===== src/asu_defines.svh =====
// bit positions, reset values and timing counts for the adapter status unit
`ifndef ASU_DEFINES_SVH
`define ASU_DEFINES_SVH
// clock rate and times as printed
`define ASU_CLK_MHZ 100
`define ASU_NORESP_MS 36
`define ASU_NORESP_CYC (`ASU_NORESP_MS * 1000 * `ASU_CLK_MHZ)
`define ASU_IREQ_US 112
`define ASU_IREQ_CYC (`ASU_IREQ_US * `ASU_CLK_MHZ)
`define ASU_REPLY_NS 1900
`define ASU_REPLY_CYC ((`ASU_REPLY_NS * `ASU_CLK_MHZ) / 1000)
// byte bit n sits at vector index 7-n (bit 0 is the msb)
`define ASU_GS_BUSY 7
`define ASU_GS_OPBUSY 6
`define ASU_GS_INT 5
`define ASU_GS_FETCHED 4
`define ASU_GS_CENTRY 3
`define ASU_GS_POLL 2
`define ASU_GS_ERR2 1
`define ASU_GS_ERR1 0
`define ASU_E1_OVT 7
`define ASU_E1_PSU 6
`define ASU_E1_BOPE 5
`define ASU_E1_CPE 4
`define ASU_E1_NORESP 3
`define ASU_E1_PROC 2
`define ASU_E1_CNS 1
`define ASU_E1_QOVF 0
`define ASU_E2_INVCMD 7
`define ASU_US_ATT 7
`define ASU_US_SM 6
`define ASU_US_CUE 5
`define ASU_US_BUSY 4
`define ASU_US_CE 3
`define ASU_US_DE 2
`define ASU_US_UC 1
`define ASU_US_UE 0
`define ASU_SN_CR 7
`define ASU_SN_IR 6
`define ASU_SN_BOC 5
`define ASU_SN_DC 3
`define ASU_SN_MERR 2
`define ASU_SN_TO 0
`define ASU_BYTE_RST 8'h00
`endif


===== src/asu_pkg.sv =====
// types shared by the adapter status unit
package asu_pkg;
  typedef logic [7:0] asu_byte_t;
  typedef logic [4:0] asu_mods_t;
  typedef enum logic [1:0] {
    ASU_RD_GEN = 2'b00,
    ASU_RD_ERR1 = 2'b01,
    ASU_RD_ERR2 = 2'b10,
    ASU_RD_SENSE = 2'b11
  } asu_rsel_t;
  typedef enum logic [0:0] {
    ASU_OP_IDLE = 1'b0,
    ASU_OP_RUN = 1'b1
  } asu_op_t;
endpackage : asu_pkg


===== src/asu_status_unit.sv =====
// adapter unit status, sense, attention latching and display module status bytes
//
// Behaviour
// operator busy bit tracks operator unit activity
// interrupt bit set on interrupt, cleared by read
// fetch clears, completion sets, rise raises line A
// console entry rise raises line B, interrupt
// error summary bits are OR of bytes
// order parity error sets error one bit 2
// constant parity error sets error one bit 3
// no read queue in time sets bit 4
// bad length or busy command sets bit 5
// silent console sets bit 6, request clears
// queue overflow bit cleared only by load
// bad or parity-failing command sets error two
// unit status presented on every ending
// foreign address while operating gives busy, modifier
// control unit end added after busy modifier
// unit check alone on bus parity or reject
// attention names source, modifier or exception
// sense bits 0 and 2 for reject, parity
// 112 us demand gap sets intervention required
// data check from read or transmit buffer parity
// module fault during transfer sets module error
// reply missing 1.9 us after strobe, timeout
// latch five attentions, present when free or with the ending status
// reading an error or sense byte clears its bits, except the queue overflow bit
// attentions presented lowest module number first
`include "asu_defines.svh"
module asu_status_unit #(
  parameter int unsigned NORESP_CYCLES = `ASU_NORESP_CYC,
  parameter int unsigned IREQ_CYCLES = `ASU_IREQ_CYC
) (
  input wire logic MCLK_IN,
  input wire logic RST_IN,
  input wire logic OPER_BUSY_IN,
  input wire logic POLLING_IN,
  input wire logic ORDER_IN,
  input wire logic ORDER_STATUS_IN,
  input wire logic DISC_IN,
  input wire logic ORDER_BAD_IN,
  input wire logic ORDER_PERR_IN,
  input wire logic FIXLEN_ERR_IN,
  input wire logic FETCH_REQ_IN,
  input wire logic FETCH_DONE_IN,
  input wire logic CONST_PERR_IN,
  input wire logic NO_CONSOLE_IN,
  input wire logic POLL_STORED_IN,
  input wire logic QADDR_READ_IN,
  input wire logic READ_QUEUE_IN,
  input wire logic QADDR_MAX_IN,
  input wire logic LOAD_QADDR_IN,
  input wire logic OVERTEMP_IN,
  input wire logic PSU_FAIL_IN,
  input wire logic [6:0] ERR2_IN,
  output logic INT_A_OUT,
  output logic INT_B_OUT,
  input wire logic STAT_RD_IN,
  input wire asu_pkg::asu_rsel_t STAT_SEL_IN,
  output asu_pkg::asu_byte_t STAT_DATA_OUT,
  output logic STAT_VALID_OUT,
  input wire asu_pkg::asu_mods_t MOD_INT_A_IN,
  input wire asu_pkg::asu_mods_t MOD_INT_B_IN,
  input wire logic SEL_IN,
  input wire logic [2:0] SEL_ADDR_IN,
  input wire logic SEL_INVALID_IN,
  input wire logic SEL_PERR_IN,
  input wire logic END_IN,
  input wire logic END_UNUSUAL_IN,
  output asu_pkg::asu_byte_t USTAT_OUT,
  output logic [2:0] USTAT_SRC_OUT,
  output logic USTAT_VALID_OUT,
  input wire logic XFER_ACTIVE_IN,
  input wire logic XFER_READ_IN,
  input wire logic XFER_START_IN,
  input wire logic DEMAND_IN,
  input wire logic MOD_FAULT_IN,
  input wire logic RD_PERR_IN,
  input wire logic TXA_PERR_IN,
  input wire logic STROBE_IN,
  input wire logic REPLY_IN
);
  import asu_pkg::*;

  localparam int NRW = $clog2(NORESP_CYCLES + 1);
  localparam int IRW = $clog2(IREQ_CYCLES + 1);
  localparam int RPW = $clog2(`ASU_REPLY_CYC + 1);

  function automatic logic [2:0] first_set(input asu_mods_t v);
    logic [2:0] idx;
    idx = 3'h0;
    for (int i = 4; i >= 0; i--) begin
      if (v[i]) begin
        idx = 3'(i);
      end
    end
    return idx;
  endfunction

  ////////////////////////////////////////////////////////////////////////////
  // pin synchronisers
  asu_mods_t ia_s1, ia_s2, ia_s3, ib_s1, ib_s2, ib_s3;
  logic [2:0] pin_s1, pin_s2;
  logic dem_s3;
  logic dem_s, fault_s, reply_s, dem_rise;

  always_ff @(posedge MCLK_IN or posedge RST_IN) begin
    if (RST_IN) begin
      ia_s1 <= 5'h00;
      ia_s2 <= 5'h00;
      ia_s3 <= 5'h00;
      ib_s1 <= 5'h00;
      ib_s2 <= 5'h00;
      ib_s3 <= 5'h00;
      pin_s1 <= 3'h0;
      pin_s2 <= 3'h0;
      dem_s3 <= 1'b0;
    end else begin
      ia_s1 <= MOD_INT_A_IN;
      ia_s2 <= ia_s1;
      ia_s3 <= ia_s2;
      ib_s1 <= MOD_INT_B_IN;
      ib_s2 <= ib_s1;
      ib_s3 <= ib_s2;
      pin_s1 <= {DEMAND_IN, MOD_FAULT_IN, REPLY_IN};
      pin_s2 <= pin_s1;
      dem_s3 <= pin_s2[2];
    end
  end

  assign dem_s = pin_s2[2];
  assign fault_s = pin_s2[1];
  assign reply_s = pin_s2[0];
  assign dem_rise = dem_s & ~dem_s3;

  ////////////////////////////////////////////////////////////////////////////
  // display module status bytes
  logic gs_busy, gs_int, gs_fetched, gs_centry;
  asu_byte_t err1, err2, gs_byte, set1, clr1, set2;
  logic valid_order, fetch_rise, centry_rise, rd_gs, rd_e1, rd_e2, rd_sn;
  logic nr_run, nr_hit;
  logic [NRW-1:0] nr_cnt;

  assign rd_gs = STAT_RD_IN && STAT_SEL_IN == ASU_RD_GEN;
  assign rd_e1 = STAT_RD_IN && STAT_SEL_IN == ASU_RD_ERR1;
  assign rd_e2 = STAT_RD_IN && STAT_SEL_IN == ASU_RD_ERR2;
  assign rd_sn = STAT_RD_IN && STAT_SEL_IN == ASU_RD_SENSE;
  assign valid_order = ORDER_IN & ~ORDER_STATUS_IN & ~DISC_IN & ~ORDER_BAD_IN;
  assign fetch_rise = FETCH_DONE_IN & ~gs_fetched;
  assign centry_rise = POLL_STORED_IN & ~gs_centry;
  assign nr_hit = nr_run && !READ_QUEUE_IN && nr_cnt == NRW'(NORESP_CYCLES - 1);

  always_comb begin
    gs_byte = `ASU_BYTE_RST;
    gs_byte[`ASU_GS_BUSY] = gs_busy;
    gs_byte[`ASU_GS_OPBUSY] = OPER_BUSY_IN;
    gs_byte[`ASU_GS_INT] = gs_int;
    gs_byte[`ASU_GS_FETCHED] = gs_fetched;
    gs_byte[`ASU_GS_CENTRY] = gs_centry;
    gs_byte[`ASU_GS_POLL] = POLLING_IN;
    gs_byte[`ASU_GS_ERR2] = |err2;
    gs_byte[`ASU_GS_ERR1] = |err1;
    set1 = `ASU_BYTE_RST;
    set1[`ASU_E1_OVT] = OVERTEMP_IN;
    set1[`ASU_E1_PSU] = PSU_FAIL_IN;
    set1[`ASU_E1_BOPE] = ORDER_PERR_IN;
    set1[`ASU_E1_CPE] = CONST_PERR_IN;
    set1[`ASU_E1_NORESP] = nr_hit;
    set1[`ASU_E1_PROC] = FIXLEN_ERR_IN | (valid_order & gs_busy);
    set1[`ASU_E1_CNS] = NO_CONSOLE_IN;
    set1[`ASU_E1_QOVF] = QADDR_MAX_IN;
    clr1 = rd_e1 ? 8'hFF : 8'h00;
    clr1[`ASU_E1_CNS] = rd_e1 | FETCH_REQ_IN;
    clr1[`ASU_E1_QOVF] = LOAD_QADDR_IN;
    set2 = {ORDER_BAD_IN, ERR2_IN};
  end

  always_ff @(posedge MCLK_IN or posedge RST_IN) begin
    if (RST_IN) begin
      err1 <= `ASU_BYTE_RST;
      err2 <= `ASU_BYTE_RST;
    end else begin
      err1 <= (err1 & ~clr1) | set1;
      err2 <= (rd_e2 ? 8'h00 : err2) | set2;
    end
  end

  always_ff @(posedge MCLK_IN or posedge RST_IN) begin
    if (RST_IN) begin
      gs_busy <= 1'b0;
      gs_int <= 1'b0;
      gs_fetched <= 1'b0;
      gs_centry <= 1'b0;
      INT_A_OUT <= 1'b0;
      INT_B_OUT <= 1'b0;
    end else begin
      gs_busy <= (gs_busy & ~DISC_IN) | valid_order;
      gs_int <= (gs_int & ~rd_gs) | fetch_rise | centry_rise;
      gs_fetched <= (gs_fetched & ~FETCH_REQ_IN) | FETCH_DONE_IN;
      gs_centry <= (gs_centry & ~QADDR_READ_IN) | POLL_STORED_IN;
      INT_A_OUT <= (INT_A_OUT & ~rd_gs) | fetch_rise;
      INT_B_OUT <= (INT_B_OUT & ~rd_gs) | centry_rise;
    end
  end

  // read-queue watchdog after line B
  always_ff @(posedge MCLK_IN or posedge RST_IN) begin
    if (RST_IN) begin
      nr_run <= 1'b0;
      nr_cnt <= '0;
    end else if (centry_rise) begin
      nr_run <= 1'b1;
      nr_cnt <= '0;
    end else if (READ_QUEUE_IN || nr_hit) begin
      nr_run <= 1'b0;
    end else if (nr_run) begin
      nr_cnt <= nr_cnt + 1'b1;
    end
  end

  ////////////////////////////////////////////////////////////////////////////
  // attention latches, five modules
  asu_mods_t att_a, att_b, att_all, att_clr;
  logic att_any, ending, free_att;
  logic [2:0] att_idx;

  assign att_all = att_a | att_b;
  assign att_any = |att_all;
  assign att_idx = first_set(att_all);

  always_ff @(posedge MCLK_IN or posedge RST_IN) begin
    if (RST_IN) begin
      att_a <= 5'h00;
      att_b <= 5'h00;
    end else begin
      att_a <= (att_a & ~att_clr) | (ia_s2 & ~ia_s3);
      att_b <= (att_b & ~att_clr) | (ib_s2 & ~ib_s3);
    end
  end

  ////////////////////////////////////////////////////////////////////////////
  // unit status towards the channel
  asu_op_t op_state;
  logic [2:0] op_addr;
  logic cue_pend, sel_reject, foreign;
  asu_byte_t att_bits;

  assign sel_reject = SEL_IN && op_state == ASU_OP_IDLE && (SEL_INVALID_IN || SEL_PERR_IN);
  assign foreign = SEL_IN && op_state == ASU_OP_RUN && SEL_ADDR_IN != op_addr;
  assign ending = !SEL_IN && END_IN && op_state == ASU_OP_RUN;
  assign free_att = !SEL_IN && !END_IN && op_state == ASU_OP_IDLE && att_any;

  always_comb begin
    att_bits = `ASU_BYTE_RST;
    att_clr = 5'h00;
    if (att_any && (ending || free_att)) begin
      att_bits[`ASU_US_ATT] = 1'b1;
      att_bits[`ASU_US_SM] = att_a[att_idx];
      att_bits[`ASU_US_UE] = att_b[att_idx];
      att_clr[att_idx] = 1'b1;
    end
  end

  always_ff @(posedge MCLK_IN or posedge RST_IN) begin
    if (RST_IN) begin
      op_state <= ASU_OP_IDLE;
      op_addr <= 3'h0;
      cue_pend <= 1'b0;
      USTAT_OUT <= `ASU_BYTE_RST;
      USTAT_SRC_OUT <= 3'h0;
      USTAT_VALID_OUT <= 1'b0;
    end else begin
      USTAT_VALID_OUT <= 1'b0;
      unique case (op_state)
        ASU_OP_IDLE: begin
          if (sel_reject) begin
            USTAT_OUT <= 8'h01 << `ASU_US_UC;
            USTAT_SRC_OUT <= SEL_ADDR_IN;
            USTAT_VALID_OUT <= 1'b1;
          end else if (SEL_IN) begin
            op_state <= ASU_OP_RUN;
            op_addr <= SEL_ADDR_IN;
          end else if (free_att) begin
            USTAT_OUT <= att_bits | ({7'h00, cue_pend} << `ASU_US_CUE);
            USTAT_SRC_OUT <= att_idx;
            USTAT_VALID_OUT <= 1'b1;
            cue_pend <= 1'b0;
          end
        end
        ASU_OP_RUN: begin
          if (SEL_IN) begin
            USTAT_OUT <= (8'h01 << `ASU_US_BUSY) | ({7'h00, foreign} << `ASU_US_SM);
            USTAT_SRC_OUT <= SEL_ADDR_IN;
            USTAT_VALID_OUT <= 1'b1;
            cue_pend <= cue_pend | foreign;
          end else if (END_IN) begin
            USTAT_OUT <= att_bits | (8'h01 << `ASU_US_CE) | (8'h01 << `ASU_US_DE)
              | ({7'h00, END_UNUSUAL_IN} << `ASU_US_UC)
              | ({7'h00, cue_pend} << `ASU_US_CUE);
            USTAT_SRC_OUT <= att_any ? att_idx : op_addr;
            USTAT_VALID_OUT <= 1'b1;
            cue_pend <= 1'b0;
            op_state <= ASU_OP_IDLE;
          end
        end
      endcase
    end
  end

  ////////////////////////////////////////////////////////////////////////////
  // sense byte and transfer watchdogs
  asu_byte_t sense, sn_set;
  logic [IRW-1:0] iv_cnt;
  logic [RPW-1:0] rp_cnt;
  logic rp_run, iv_hit, rp_hit;

  assign iv_hit = XFER_ACTIVE_IN && !XFER_START_IN && !dem_rise
    && iv_cnt == IRW'(IREQ_CYCLES - 1);
  assign rp_hit = rp_run && !reply_s && rp_cnt == RPW'(`ASU_REPLY_CYC - 1);

  always_comb begin
    sn_set = `ASU_BYTE_RST;
    sn_set[`ASU_SN_CR] = SEL_IN && op_state == ASU_OP_IDLE && SEL_INVALID_IN;
    sn_set[`ASU_SN_BOC] = SEL_IN && op_state == ASU_OP_IDLE && SEL_PERR_IN;
    sn_set[`ASU_SN_IR] = iv_hit;
    sn_set[`ASU_SN_DC] = XFER_ACTIVE_IN
      && (XFER_READ_IN ? RD_PERR_IN : TXA_PERR_IN);
    sn_set[`ASU_SN_MERR] = XFER_ACTIVE_IN && fault_s;
    sn_set[`ASU_SN_TO] = rp_hit;
  end

  always_ff @(posedge MCLK_IN or posedge RST_IN) begin
    if (RST_IN) begin
      sense <= `ASU_BYTE_RST;
    end else begin
      sense <= (rd_sn ? 8'h00 : sense) | sn_set;
    end
  end

  always_ff @(posedge MCLK_IN or posedge RST_IN) begin
    if (RST_IN) begin
      iv_cnt <= '0;
    end else if (!XFER_ACTIVE_IN || XFER_START_IN || dem_rise) begin
      iv_cnt <= '0;
    end else if (iv_cnt != IRW'(IREQ_CYCLES)) begin
      iv_cnt <= iv_cnt + 1'b1;
    end
  end

  always_ff @(posedge MCLK_IN or posedge RST_IN) begin
    if (RST_IN) begin
      rp_run <= 1'b0;
      rp_cnt <= '0;
    end else if (STROBE_IN) begin
      rp_run <= 1'b1;
      rp_cnt <= '0;
    end else if (reply_s || rp_hit) begin
      rp_run <= 1'b0;
    end else if (rp_run) begin
      rp_cnt <= rp_cnt + 1'b1;
    end
  end

  ////////////////////////////////////////////////////////////////////////////
  // status read port: snapshot taken before the clear
  always_ff @(posedge MCLK_IN or posedge RST_IN) begin
    if (RST_IN) begin
      STAT_DATA_OUT <= `ASU_BYTE_RST;
      STAT_VALID_OUT <= 1'b0;
    end else begin
      STAT_VALID_OUT <= STAT_RD_IN;
      if (STAT_RD_IN) begin
        unique case (STAT_SEL_IN)
          ASU_RD_GEN: STAT_DATA_OUT <= gs_byte;
          ASU_RD_ERR1: STAT_DATA_OUT <= err1;
          ASU_RD_ERR2: STAT_DATA_OUT <= err2;
          ASU_RD_SENSE: STAT_DATA_OUT <= sense;
        endcase
      end
    end
  end

  ////////////////////////////////////////////////////////////////////////////
  // assertions
  property p_line_a;
    @(posedge MCLK_IN) disable iff (RST_IN) fetch_rise |=> INT_A_OUT && gs_int && gs_fetched;
  endproperty
  a_line_a: assert property (p_line_a) else $error("line A or interrupt bit missing");

  property p_line_b;
    @(posedge MCLK_IN) disable iff (RST_IN) centry_rise |=> INT_B_OUT && gs_int && nr_run;
  endproperty
  a_line_b: assert property (p_line_b) else $error("line B or interrupt bit missing");

  property p_gs_read;
    @(posedge MCLK_IN) disable iff (RST_IN)
      rd_gs && !fetch_rise && !centry_rise |=> !gs_int && !INT_A_OUT && STAT_VALID_OUT
      && STAT_DATA_OUT == $past(gs_byte);
  endproperty
  a_gs_read: assert property (p_gs_read) else $error("general status read wrong");

  property p_noresp;
    @(posedge MCLK_IN) disable iff (RST_IN) nr_hit |=> err1[`ASU_E1_NORESP] && !nr_run;
  endproperty
  a_noresp: assert property (p_noresp) else $error("no-response bit not set");

  property p_qovf;
    @(posedge MCLK_IN) disable iff (RST_IN)
      err1[`ASU_E1_QOVF] && !LOAD_QADDR_IN |=> err1[`ASU_E1_QOVF];
  endproperty
  a_qovf: assert property (p_qovf) else $error("queue overflow lost");

  property p_busy_sm;
    @(posedge MCLK_IN) disable iff (RST_IN)
      foreign |=> USTAT_VALID_OUT && USTAT_OUT == 8'h50 && cue_pend;
  endproperty
  a_busy_sm: assert property (p_busy_sm) else $error("busy with modifier not shown");

  property p_cue;
    @(posedge MCLK_IN) disable iff (RST_IN)
      cue_pend && ending |=> USTAT_OUT[`ASU_US_CUE] && USTAT_OUT[`ASU_US_CE] && !cue_pend;
  endproperty
  a_cue: assert property (p_cue) else $error("control unit end not added");

  property p_uc_alone;
    @(posedge MCLK_IN) disable iff (RST_IN)
      sel_reject |=> USTAT_VALID_OUT && USTAT_OUT == 8'h02 && op_state == ASU_OP_IDLE;
  endproperty
  a_uc_alone: assert property (p_uc_alone) else $error("unit check not alone");

  property p_free_att;
    @(posedge MCLK_IN) disable iff (RST_IN)
      free_att |=> USTAT_VALID_OUT && USTAT_OUT[`ASU_US_ATT] && USTAT_SRC_OUT == $past(att_idx);
  endproperty
  a_free_att: assert property (p_free_att) else $error("attention not presented");

  property p_timeout;
    @(posedge MCLK_IN) disable iff (RST_IN) rp_hit |=> sense[`ASU_SN_TO] && !rp_run;
  endproperty
  a_timeout: assert property (p_timeout) else $error("timeout sense not set");

  property p_ireq;
    @(posedge MCLK_IN) disable iff (RST_IN) iv_hit |=> sense[`ASU_SN_IR];
  endproperty
  a_ireq: assert property (p_ireq) else $error("intervention sense not set");

  c_busy_sm: cover property (@(posedge MCLK_IN) disable iff (RST_IN) foreign ##[1:50] ending);
  c_att: cover property (@(posedge MCLK_IN) disable iff (RST_IN) free_att ##1 free_att);
  c_noresp: cover property (@(posedge MCLK_IN) disable iff (RST_IN) nr_hit);
  c_timeout: cover property (@(posedge MCLK_IN) disable iff (RST_IN) rp_hit);
endmodule // asu_status_unit


===== config.mk =====
export PLATFORM = sky130hd
export DESIGN_NAME = asu_status_unit
export DESIGN_NICKNAME = d
export VERILOG_FILES = /design/src/asu_pkg.sv /design/src/asu_status_unit.sv
export VERILOG_INCLUDE_DIRS = /design/src
export SDC_FILE = /design/constraint.sdc
export NUM_CORES = 1
export LEC_CHECK = 0
export BUFFER_PORTS_ARGS = -buffer_cell sky130_fd_sc_hd__buf_2
export CAP_MARGIN = 10
export CORE_MARGIN = 3
export CORE_UTILIZATION = 50
export CTS_CLUSTER_DIAMETER = 150
export DETAILED_ROUTE_END_ITERATION = 8
export GPL_ROUTABILITY_DRIVEN = 0
export PLACE_DENSITY = 0.78
export REMOVE_ABC_BUFFERS = 1
export SLEW_MARGIN = 5
export SYNTH_ARGS = -nofsm -noshare
export SYNTH_HDL_FRONTEND = slang
export SYNTH_SLANG_ARGS = --single-unit

===== constraint.sdc =====
create_clock -name MCLK_IN -period 6.8 [get_ports MCLK_IN]
set_input_delay 1.02 -clock MCLK_IN [delete_from_list [all_inputs] [get_ports MCLK_IN]]
set_output_delay 1.02 -clock MCLK_IN [all_outputs]
set_load 0.05 [all_outputs]

# After elaboration in Yosys (flattened, before gate mapping)

Index checks and enable logic that the tools add are counted.

Bits in read-only memories: 0
Flip-flop bits (word level): 149
Bits in writable memories: 0
Output and inout port bits: 23
Logic and storage cells: 220
Memories kept: 0
Bits in latches: 0

Eq/ne operators: 16
Add/subtract/negate cells: 3
Divide/modulo/power cells: 0
Magnitude comparators: 2
$mul: 0
Reduce and logical (&&, ||, !) cells: 53
Shift operators: 0
Muxes and demuxes: 61
Bitwise logic cells: 52

Operators with widths:

| kind                                          | count |
|---|---|
| two-way mux 8 bit                             | 11 |
| two-way mux 22 bit                            | 3 |
| two-way mux 3 bit                             | 11 |
| one-hot mux 8 bit (4 select lines)            | 1 |
| two-way mux 14 bit                            | 2 |
| logical AND 1 bit                             | 26 |
| OR 8 bit                                      | 3 |
| two-way mux 1 bit                             | 23 |
| adder 22 x 1 -> 22 bit, second input constant | 1 |
| == test 22 bit, second input constant         | 1 |
| AND 5 bit                                     | 4 |
| OR 8 x 6 -> 8 bit                             | 2 |
| one-hot mux 8 bit (2 select lines)            | 1 |
| OR reduction 8 bit                            | 2 |
| NOT 5 bit                                     | 3 |
| OR 5 bit                                      | 3 |
| adder 14 x 1 -> 14 bit, second input constant | 1 |
| == test 14 bit, second input constant         | 1 |
| inequality test 14 bit, second input constant | 1 |
| AND 1 bit                                     | 13 |
| NOT 1 bit                                     | 11 |
| inequality test 2 bit, second input constant  | 5 |
| OR 1 bit                                      | 10 |
| nonzero test 2 bit                            | 5 |
| other kinds (24)                              | 43 |

# Logic depth before layout (Yosys ltp)

Gate-level depths: netlist of the first run.

Depth in word-level cells: 14
Depth in mapped cells: 7
Depth with buffers taken out: 7

# Worst setup path before layout of the first run

No wires, ideal clock.

Kind: input port to flip-flop
From: input SEL_IN
To: register USTAT_OUT[6]
Library setup time: 126 ps
Arrival: 2062 ps
Data required time: 6674 ps
Cell stages on the path: 4
Slack: 4612 ps
Cells stage by stage: or2_1 a311oi_2 a211oi_4 a221o_1

Longest elaborated chain between the ends: 12

RTL lines:

| item                                                          | line                                           | RTL |
|---|---|---|
| from (decl)                                                   | asu_status_unit.sv:64                          | `input wire logic SEL_IN,` |
| logical NOT 1 bit                                             | asu_status_unit.sv:250, asu_status_unit.sv:251 |  |
| logical AND 1 bit (3 in series)                               | asu_status_unit.sv:251                         | `assign free_att = !SEL_IN && !END_IN && op_state == ASU_OP_IDLE && att_any;` |
| logical OR 1 bit                                              | asu_status_unit.sv:256                         | `if (att_any && (ending \|\| free_att)) begin` |
| logical AND 1 bit                                             | asu_status_unit.sv:256                         |  |
| two-way mux 2 bit                                             | asu_status_unit.sv:256                         |  |
| OR 8 x 2 -> 8 bit / OR 8 x 6 -> 8 bit (equally long branches) | asu_status_unit.sv:297, asu_status_unit.sv:284 |  |
| OR 8 x 6 -> 8 bit / two-way mux 8 bit (equally long branches) | asu_status_unit.sv:297, asu_status_unit.sv:283 |  |
| two-way mux 8 bit, on equally long branches                   | asu_status_unit.sv:296, asu_status_unit.sv:280 |  |
| two-way mux 8 bit, on equally long branches                   | asu_status_unit.sv:291, asu_status_unit.sv:276 |  |
| one-hot mux 8 bit (2 select lines)                            | asu_status_unit.sv:274                         | `unique case (op_state)` |
| to (signal assigned)                                          | asu_status_unit.sv:277                         | `` USTAT_OUT <= 8'h01 << `ASU_US_UC; `` |
| to (signal assigned)                                          | asu_status_unit.sv:292                         | `` USTAT_OUT <= (8'h01 << `ASU_US_BUSY) \| ({7'h00, foreign} << `ASU_US_SM); `` |
| to (signal assigned)                                          | asu_status_unit.sv:297                         | `` USTAT_OUT <= att_bits \| (8'h01 << `ASU_US_CE) \| (8'h01 << `ASU_US_DE) `` |
| to (decl)                                                     | asu_status_unit.sv:70                          | `output asu_pkg::asu_byte_t USTAT_OUT,` |

Parallel ways exist; a longest one is shown, timed or not. The select of a mux whose other input is x is not followed.
A chain may end at the register's enable or synchronous reset.

# Worst setup path in the final report of the first run

From: register nr_cnt[19]
To: register nr_cnt[0]

Longest elaborated chain between the ends: 5

RTL lines:

| item                            | line                   | RTL |
|---|---|---|
| from (decl)                     | asu_status_unit.sv:142 | `logic [NRW-1:0] nr_cnt;` |
| from (signal assigned)          | asu_status_unit.sv:217 | `nr_cnt <= nr_cnt + 1'b1;` |
| == test 22 bit                  | asu_status_unit.sv:151 | `assign nr_hit = nr_run && !READ_QUEUE_IN && nr_cnt == NRW'(NORESP_CYCLES - 1);` |
| logical AND 1 bit               | asu_status_unit.sv:151 |  |
| logical OR 1 bit                | asu_status_unit.sv:214 | `end else if (READ_QUEUE_IN \|\| nr_hit) begin` |
| inequality test 2 bit (no line) | n/a                    |  |
| AND reduction 2 bit (no line)   | n/a                    |  |

No other way between the ends.

==> results.json, run 1 <==
{
  "internal_power_mw": 1.53,
  "yosysTopAreaCell": "dfrtp_1",
  "power_density_nw_per_um2": 287,
  "grt_overflow": 0,
  "switchingPower_uw": 593,
  "synthTopCellsByArea": "dfrtp_1 (58%), nor2_1 (3.2%), xnor2_1 (3.1%), nand2_1 (2.5%), xor2_1 (2.2%)",
  "via_count": 4701,
  "path_class": "flop to flop",
  "synthesis.area_um2": 6260,
  "ir_drop_uv": 231,
  "syn_inst": 573,
  "hp-class": "flop to flop",
  "grt_max_degree": 80,
  "route.detailed.drc": 0,
  "antenna_found_initial": 0,
  "fillers": 999,
  "cts_hold_buf": 0,
  "area_growth_pct": 18.1,
  "yosysMostFrequentCell": "dfrtp_1",
  "cts_resized": 0,
  "viasPerCell": 5.61,
  "finalNetCount": 720,
  "power.leakage_nw": 3.37,
  "clk_latency_ns": 0.42,
  "core-area_um2": 12100,
  "fin_tns_setup_ns": 0,
  "yosys_warnings": 0,
  "layout_min_cycle_time_ns": 2.26,
  "cts_setup_buffers": 0,
  "rows": 40,
  "grt_usage": 0.199,
  "clkPwrFrac": 0.428,
  "setup_viol": 0,
  "initial_core_util": 0.517,
  "ioPinCount": 81,
  "hold_violations": 0,
  "port_buffers": 80,
  "crit_path_end_kind": "flop",
  "antenna_cells": 0,
  "finalNonFillerCells": 838,
  "arrival_ns": 2.56,
  "dp_cells": 806,
  "clock.fmax_mhz": 443,
  "slew_headroom": 0.352,
  "worstHoldPathCells": 0,
  "cp-start-kind": "flop",
  "synth.avg_cell_area_um2": 10.9,
  "clkSinkCount": 146,
  "cp.required_ns": 7.10,
  "yosys.area.top_type_share": 0.584,
  "async_flop_share": 1.00,
  "sw_frac_of_total": 0.279,
  "firstDrtPassIters": 5,
  "drive_gt1_frac": 0.193,
  "fin_crit_sh": 0.332,
  "synth_edf_count": 0,
  "synth_top_cells_by_count": "dfrtp_1 (146), nor2_1 (54), nand2_1 (42), inv_1 (35)",
  "chipWidth_um": 118,
  "cts.clk_slew.worst_paths_ns": 0.06,
  "synth.distinct_cells": 61,
  "finalWirelength_um": 13300,
  "grt_setup_unrepaired": "no",
  "die_h_um": 118,
  "place_hpwl_um": 9260,
  "drv_cap": 0,
  "cts_tree": "built",
  "ant_nets": 0,
  "worst_slew_pin_slew_ns": 0.972,
  "place_area_um2": 6810,
  "fin_hold_ws_ns": 0.354,
  "numCtsBuffers": 17,
  "seqPwrFrac": 0.459,
  "yosysSeqAreaShare": 0.584,
  "reg2regPathDepth": 5,
  "power_frac_comb": 0.113,
  "drv_slew": 0,
  "clockBufferDepth": 2,
  "cp_max_fo": 12,
  "root_buffer": "clkbuf_16",
  "yosys_most_used_dff": "dfrtp_1",
  "outcome": "finished, final reports clean",
  "finClkSkew_ns": 0.00891,
  "grt_pass1_wl_um": 22300,
  "die_area_um2": 13900,
  "postLayoutCellArea_um2": 7390,
  "routedWlPerCell_um": 15.8,
  "ctsHtreeMaxLevel": 4,
  "grt_pass1_vias": 4696,
  "drt_iter0_markers": 463,
  "synth_seq_cells": 146
}
## sequential cells by signal (all words and copies together) (netlist names), 6 cells and up
signal and cells:
rp_cnt 8, err1 8, err2 8, nr_cnt 22, sense 6, iv_cnt 14
STAT_DATA_OUT 8, USTAT_OUT 7
## final cells by class
type | count | area, um^2 | share of cell area
clock inverters | 14 | 149 | 0.0201
well taps | 168 | 210 | 0.0284
inverters | 36 | 140 | 0.0190
flip-flops and latches | 146 | 3650 | 0.494
clock buffers | 18 | 439 | 0.0594
multi-input cells | 374 | 2390 | 0.323
repair buffers | 82 | 415 | 0.0562
## critical path, stage by stage (launching register included)
cell and delay, ns:
dfrtp_1 0.43, or4b_4 0.56, nor4_4 0.61, a21oi_1 0.26
xnor2_1 0.22, nor2_1 0.06
## layer usage
layer,vias up,share of wire,global-route usage
li1,2187,-,-
met1,2346,0.45,0.268
met2,149,0.49,0.309
met4,0,0.015,0.0864
met5,-,0,0
met3,19,0.051,0.0495
## cell usage in the layout, fill, tap and decap left out, drive strengths merged, types with 9 or more instances in the layout
master / synthesis / final
a21o: 18 / 18
a21oi: 21 / 21
a22o: 9 / 9
and3: 12 / 12
buf: 7 / 82
clkbuf: 10 / 18
dfrtp: 146 / 146
inv: 36 / 41
nand2: 42 / 42
nand3: 25 / 25
nor2: 54 / 54
nor3: 11 / 11
nor4: 12 / 12
o21ai: 31 / 31
xnor2: 22 / 22
xor2: 16 / 16
## kinds of logic after synthesis
logic type                 count (synthesis)  share of synthesized area
and+or+nand+nor                          201                      0.170
DFF                                      146                      0.584
AOI/OAI and AO/OA                        118                      0.128
buffers and inverters                     53                     0.0352
xor gates and xnor gates                  38                     0.0532
muxes                                     12                     0.0200
adders and majority gates                  5                    0.00999
## metrics by stage
step	worst slack [ns]	utilization	total power, mW
final	4.54	0.611	2.12
after global routing	4.44	0.611	2.21
after CTS	4.56	0.611	2.14
after detailed placement	4.20	0.562	1.23
after global placement	4.26	0.562	1.22
after floorplan	1.86	-	1.14
## power by group through the flow
stage	combinational [mW]	sequential (mW)	clock, mW
after floorplan	0.101	1.04	0
after global placement	0.235	0.983	0
after detailed placement	0.241	0.987	0
after CTS	0.242	0.973	0.924
after global routing	0.262	0.980	0.967
final	0.240	0.973	0.907
## final timing paths
kind / slack (ns) / startpoint / end
hold / removal: 0.35 / ib_s1[4]$_DFF_PP0_ / ib_s2[4]$_DFF_PP0_
min in group asynchronous: 0.68 / RST_IN / ia_s2[0]$_DFF_PP0_
hold reg to reg: 0.35 / ib_s1[4]$_DFF_PP0_ / ib_s2[4]$_DFF_PP0_
setup reg to reg: 4.54 / nr_cnt[19]$_DFFE_PP0P_ / nr_cnt[0]$_DFFE_PP0P_
setup / recovery: 4.54 / nr_cnt[19]$_DFFE_PP0P_ / nr_cnt[0]$_DFFE_PP0P_
max in group asynchronous: 4.72 / RST_IN / nr_cnt[7]$_DFFE_PP0P_
Note: power is estimated with default switching activity, not from simulation.
==> run 2, diff against run 1 <==
ABC_AREA = 1   (was default)
PLACE_DENSITY = 0.77   (was 0.78)
clock period = 2.24 ns   (was 6.8 ns; I/O delays follow)
==> results.json, run 2 <==
{
  "crit_chain": "ha_1, nand3_2, nor2_4, nand2_2, nor2_4, nor2_4, buf_4, nand3_1, o21ai_0",
  "reg.largest.list": "nr_cnt (22), iv_cnt (14)",
  "numCtsBuffers": 17,
  "slowest_delay_ns": 0.42,
  "place_area_um2": 7380,
  "cpMaxStageDelayCell": "dfrtp_1",
  "drv_slew": 0,
  "largest_reg_flops": 22,
  "drv_cap": 0,
  "firstDrtPassIters": 5,
  "finClkSkew_ns": 0.00545,
  "die_area_um2": 14800,
  "clk_latency_ns": 0.42,
  "core-area_um2": 12900,
  "place_hpwl_um": 10700,
  "worst_slack_ns": 0.433,
  "finalNonFillerCells": 1091,
  "yosysMostFrequentCell": "nand2_1",
  "port_buffers": 80,
  "initial_core_util": 0.521,
  "route.detailed.drc": 0,
  "layout_min_cycle_time_ns": 1.81,
  "postLayoutCellArea_um2": 7960,
  "die_h_um": 122,
  "synth_edf_count": 0,
  "grt_pass1_vias": 5331,
  "top_register": "nr_cnt",
  "final_util": 0.618,
  "cts_tree": "built",
  "synthTopCellsByArea": "dfrtp_1 (54%), nand2_1 (12%), inv_1 (6.2%), nand3_1 (4.9%), nor2_1 (4.4%)",
  "grt_overflow": 0,
  "clock.fmax_mhz": 553,
  "power.leakage_nw": 3.97,
  "total_power_mw": 7.03,
  "mostFrequentLayoutCells": "nand2_1 (219), dfrtp_1 (146), inv_1 (109), buf_2 (80), nor2_1 (79)",
  "grt_pass1_wl_um": 25100,
  "cp.required_ns": 2.52,
  "rows": 41,
  "setup_viol": 0,
  "cts.clk_slew.worst_paths_ns": 0.06,
  "worst_slew_pin_slew_ns": 0.541,
  "routedWlPerCell_um": 13.6,
  "antenna_found_initial": 0,
  "synth_seq_cells": 146,
  "reg2reg_slack_ns": 0.43,
  "viasPerCell": 5.14,
  "ant_nets": 0,
  "yosysSeqAreaShare": 0.545,
  "grt_setup_unrepaired": "no",
  "via_count": 5613,
  "cp-start-kind": "flop",
  "final_common_cell": "nand2_1",
  "synth_top_cells_by_count": "nand2_1 (219), dfrtp_1 (146), inv_1 (110), nor2_1 (79), nand3_1 (66)",
  "yosysTopAreaCell": "dfrtp_1",
  "finalNetCount": 969,
  "async_flop_share": 1.00,
  "hold_violations": 0,
  "fin_crit_sh": 0.807,
  "ir_drop_uv": 706,
  "ctsHtreeMaxLevel": 4,
  "dp_cells": 1058,
  "synth.avg_cell_area_um2": 8.33,
  "synth.distinct_cells": 37,
  "chipWidth_um": 122,
  "yosys_warnings": 0,
  "path_class": "flop to flop",
  "slew_headroom": 0.640,
  "path_buf_inv": 1,
  "cpMostUsedCell": "nor2_4",
  "finalWirelength_um": 14800,
  "preCtsSetupSlack_ns": 0.448,
  "drive_gt1_frac": 0.153,
  "outcome": "finished, final reports clean",
  "drt_iter0_markers": 540,
  "crit_path_end_kind": "flop",
  "grt_max_degree": 59,
  "grt_usage": 0.212,
  "arrival_ns": 2.09,
  "ioPinCount": 81,
  "yosys_most_used_dff": "dfrtp_1",
  "synthesis.area_um2": 6710,
  "root_buffer": "clkbuf_16",
  "path_delay_family": "simple AND/OR/NAND/NOR gates",
  "yosys.area.top_type_share": 0.545,
  "area_growth_pct": 18.7,
  "antenna_cells": 0,
  "power_density_nw_per_um2": 883,
  "syn_inst": 805,
  "cp_max_fo": 10,
  "clkSinkCount": 146,
  "hp-class": "primary input to flop",
  "clockBufferDepth": 2
}
==> run 2: cell types whose count changed after synthesis, moves of 9 or more <==
cell / delta
o21bai_1: +13
nand2_1: +177
o21ai_0: +14
inv_1: +75
nand4_1: +15
a21o_1: -17
nor2_1: +25
and3_1: -12
a22o_1: -9
nand3_1: +41
xnor2_1: -18
==> run 2: kinds of logic (layout without fill, tap and decap cells) <==
| group | count (synthesis) | after routing | synth area share |
|---|---|---|---|
| multiplexers | 2 | 2 | 0.00317 |
| XOR/XNOR | 15 | 15 | 0.0196 |
| flip-flops | 146 | 146 | 0.545 |
| AO/OA/AOI/OAI | 99 | 99 | 0.0849 |
| AND/OR/NAND/NOR | 415 | 415 | 0.266 |
| adder cells (fa/ha/maj) | 5 | 5 | 0.00932 |
| buffers and inverters | 123 | 237 | 0.0725 |
==> run 2: final cells by class <==
cell class / count / area, um^2
Clock inverter: 10 / 98.8
Inverter: 112 / 425
Sequential cell: 146 / 3650
Clock buffer: 22 / 474
Tap cell: 172 / 215
Fill cell: 1098 / 4910
Timing Repair Buffer: 93 / 526
Multi-Input combinational cell: 536 / 2570
==> run 2: report_power, final <==
part	switching, mW	internal [mW]	total [mW]
Sequential	0.190	2.90	3.09
Combinational	0.860	0.347	1.21
Clock	1.11	1.62	2.74
==> run 2: through the flow <==
step           hold WS (ns)  TNS (ns)
6_report             0.0203         0
5_1_grt             0.00564         0
4_1_cts             0.00640         0
3_5_place_dp          0.335         0
3_3_place_gp          0.333         0
2_1_floorplan         0.331   -294.77
==> run 2: worst paths after layout <==
path,end,startpoint,depth (start not counted)
setup / recovery,nr_cnt[0]$_DFFE_PP0P_,nr_cnt[0]$_DFFE_PP0P_,9
hold / removal,ib_s1[0]$_DFF_PP0_,MOD_INT_B_IN[0],1
setup reg to reg,nr_cnt[0]$_DFFE_PP0P_,nr_cnt[0]$_DFFE_PP0P_,9
hold reg to reg,ib_s2[4]$_DFF_PP0_,ib_s1[4]$_DFF_PP0_,0
max in group asynchronous,USTAT_OUT[1]$_DFFE_PP0P_,RST_IN,4
min in group asynchronous,iv_cnt[2]$_DFFE_PP0P_,RST_IN,3
==> run 2: timing repair <==
item / in CTS / in global routing
setup buffers: 0 / 0
setup endpoints to repair: 0 / 0
endpoints found under the hold margin: 23 / 0
hold buffers: 1 / 0
gates resized for setup: 0 / 0
==> run 2: layer usage <==
| layer | share of wire | global-route usage | vias up |
|---|---|---|---|
| li1 | - | - | 2791 |
| met1 | 0.45 | 0.281 | 2623 |
| met2 | 0.48 | 0.348 | 171 |
| met3 | 0.052 | 0.0436 | 28 |
| met4 | 0.017 | 0.0728 | 0 |
| met5 | 0 | 0 | - |
==> run 3, diff against run 2 <==
clock period = 1.75 ns   (was 2.24 ns; I/O delays follow)
==> results.json, run 3 (synthesized netlist as in run 2, its figures left out) <==
{
  "antenna_found_initial": 0,
  "slowest_delay_ns": 0.37,
  "numCtsBuffers": 17,
  "grt_use_met3": 0.0450,
  "seq_area_um2": 3650,
  "clkSinkCount": 146,
  "top_register": "nr_cnt",
  "power_density_nw_per_um2": 1080,
  "grt_max_degree": 43,
  "cp.required_ns": 2.11,
  "worst_slack_ns": 0.120,
  "crit_path_end_kind": "flop",
  "via_count": 5708,
  "worstHoldStart": "LOAD_QADDR_IN",
  "initial_core_util": 0.521,
  "whs_endpoint": "err1[0]$_DFF_PP0_",
  "cts_tree": "built",
  "path_buf_inv": 1,
  "clockBufferDepth": 2,
  "arrival_ns": 1.99,
  "final_util": 0.637,
  "die_h_um": 122,
  "drv_slew": 0,
  "reg2reg_slack_ns": 0.12,
  "ioPinCount": 81,
  "ctsHtreeMaxLevel": 4,
  "clk_latency_ns": 0.42,
  "hold_violations": 0,
  "core-area_um2": 12900,
  "place_hpwl_um": 10900,
  "grt_use_met2": 0.347,
  "clock.fmax_mhz": 614,
  "postLayoutCellArea_um2": 8200,
  "multi_input_area_um2": 2580,
  "worstHoldPathCells": 2,
  "drt_iter0_markers": 552,
  "rows": 41,
  "total_power_mw": 8.85,
  "top_usage_layer": "met2",
  "cpMostUsedCell": "nor2_4",
  "grt_usage": 0.221,
  "slew_headroom": 0.761,
  "preCtsSetupSlack_ns": -0.00514,
  "critPathLaunch": "nr_cnt[1]$_DFFE_PP0P_",
  "route.detailed.drc": 0,
  "fin_crit_sh": 0.931,
  "cp-start-kind": "flop",
  "drive_gt1_frac": 0.167,
  "dp_cells": 1071,
  "die_area_um2": 14800,
  "firstDrtPassIters": 6,
  "path_class": "flop to flop",
  "place_area_um2": 7490,
  "fillers": 1080,
  "cp_max_fo": 15,
  "cpMaxStageDelayCell": "dfrtp_1",
  "area_growth_pct": 22.3,
  "port_buffers": 80,
  "path_delay_family": "simple AND/OR/NAND/NOR gates",
  "finalNetCount": 998,
  "chipWidth_um": 122,
  "setup_viol": 0,
  "finalWirelength_um": 15200,
  "layout_min_cycle_time_ns": 1.63,
  "fin_tns_setup_ns": 0,
  "finalNonFillerCells": 1119,
  "worstReg2RegEnd": "nr_cnt[18]$_DFFE_PP0P_",
  "reg2regPathDepth": 10,
  "reg.largest.list": "nr_cnt (22), iv_cnt (14)",
  "drv_cap": 0,
  "antenna_cells": 0,
  "finClkSkew_ns": 0.00585,
  "crit_chain": "ha_1, nand3_2, nor2_4, nand2_2, nor2_4, nor2_4, nor2_4, buf_8, nand2_1, nand2_1",
  "largest_reg_flops": 22,
  "fin_hold_ws_ns": 0.0111,
  "root_buffer": "clkbuf_16",
  "power.leakage_nw": 4.11,
  "grt_pass1_wl_um": 25900,
  "grt_util_met1": 0.298,
  "cts.clk_slew.worst_paths_ns": 0.06,
  "viasPerCell": 5.10,
  "ir_drop_uv": 629,
  "final_common_cell": "nand2_1",
  "routedWlPerCell_um": 13.6,
  "grt_overflow": 0,
  "hp-class": "primary input to flop",
  "grt_pass1_vias": 5395,
  "mostFrequentLayoutCells": "nand2_1 (218), dfrtp_1 (146), inv_1 (109), buf_2 (80), nor2_1 (79)",
  "r2r_start": "nr_cnt[1]$_DFFE_PP0P_",
  "worst_slew_pin_slew_ns": 0.359,
  "ant_nets": 0,
  "outcome": "finished, final reports clean"
}
[run 3: changes by cell type in the layout (fill, tap and decap cells not counted), sizes merged]
cell	delta
buf	+16
bufinv	-1
clkbuf	-2
clkinv	+6
clkinvlp	-3
dlygate4sd3	+13
inv	-1
[run 3: layer usage]
metal  part of all wire  wire length [um]  vias to the layer above
met1               0.45              6860                     2663
met5                  0                 0                        -
li1                   -                 -                     2849
met4              0.026               389                        0
met3              0.055               843                       33
met2               0.47              7130                      163
[run 3: report_power, final]
group	internal [mW]	total, mW	switching [mW]	leakage, nW
logic	0.513	1.67	1.16	2.10
clock network	1.85	3.26	1.41	0.257
registers	3.71	3.93	0.218	1.75
total	6.07	8.85	2.79	4.11
[run 3: final cells by class]
cell class	instances	area share
clock buffers	20	0.0545
clock inverters	11	0.0101
inverters	112	0.0519
multi-input cells	536	0.315
flip-flops and latches	146	0.445
well taps	172	0.0262
repair buffers	122	0.0970
[run 3: how the worst max path moves through the flow]
stage | endpoint | cells after the start
detailed placement | nr_cnt[3]$_DFFE_PP0P_ | 10
floorplan | INT_A_OUT$_DFF_PP0_ | 1
global placement | nr_cnt[19]$_DFFE_PP0P_ | 10
finish | nr_cnt[18]$_DFFE_PP0P_ | 10
CTS | USTAT_OUT[5]$_DFFE_PP0P_ | 8
global route | nr_cnt[18]$_DFFE_PP0P_ | 10
[run 3: what timing repair did]
item,in CTS,in global routing
setup endpoints to repair,9,27
pin swaps,1,2
hold endpoints to repair,37,0
setup buffers,2,1
hold buffers,14,0
resized for setup,0,5
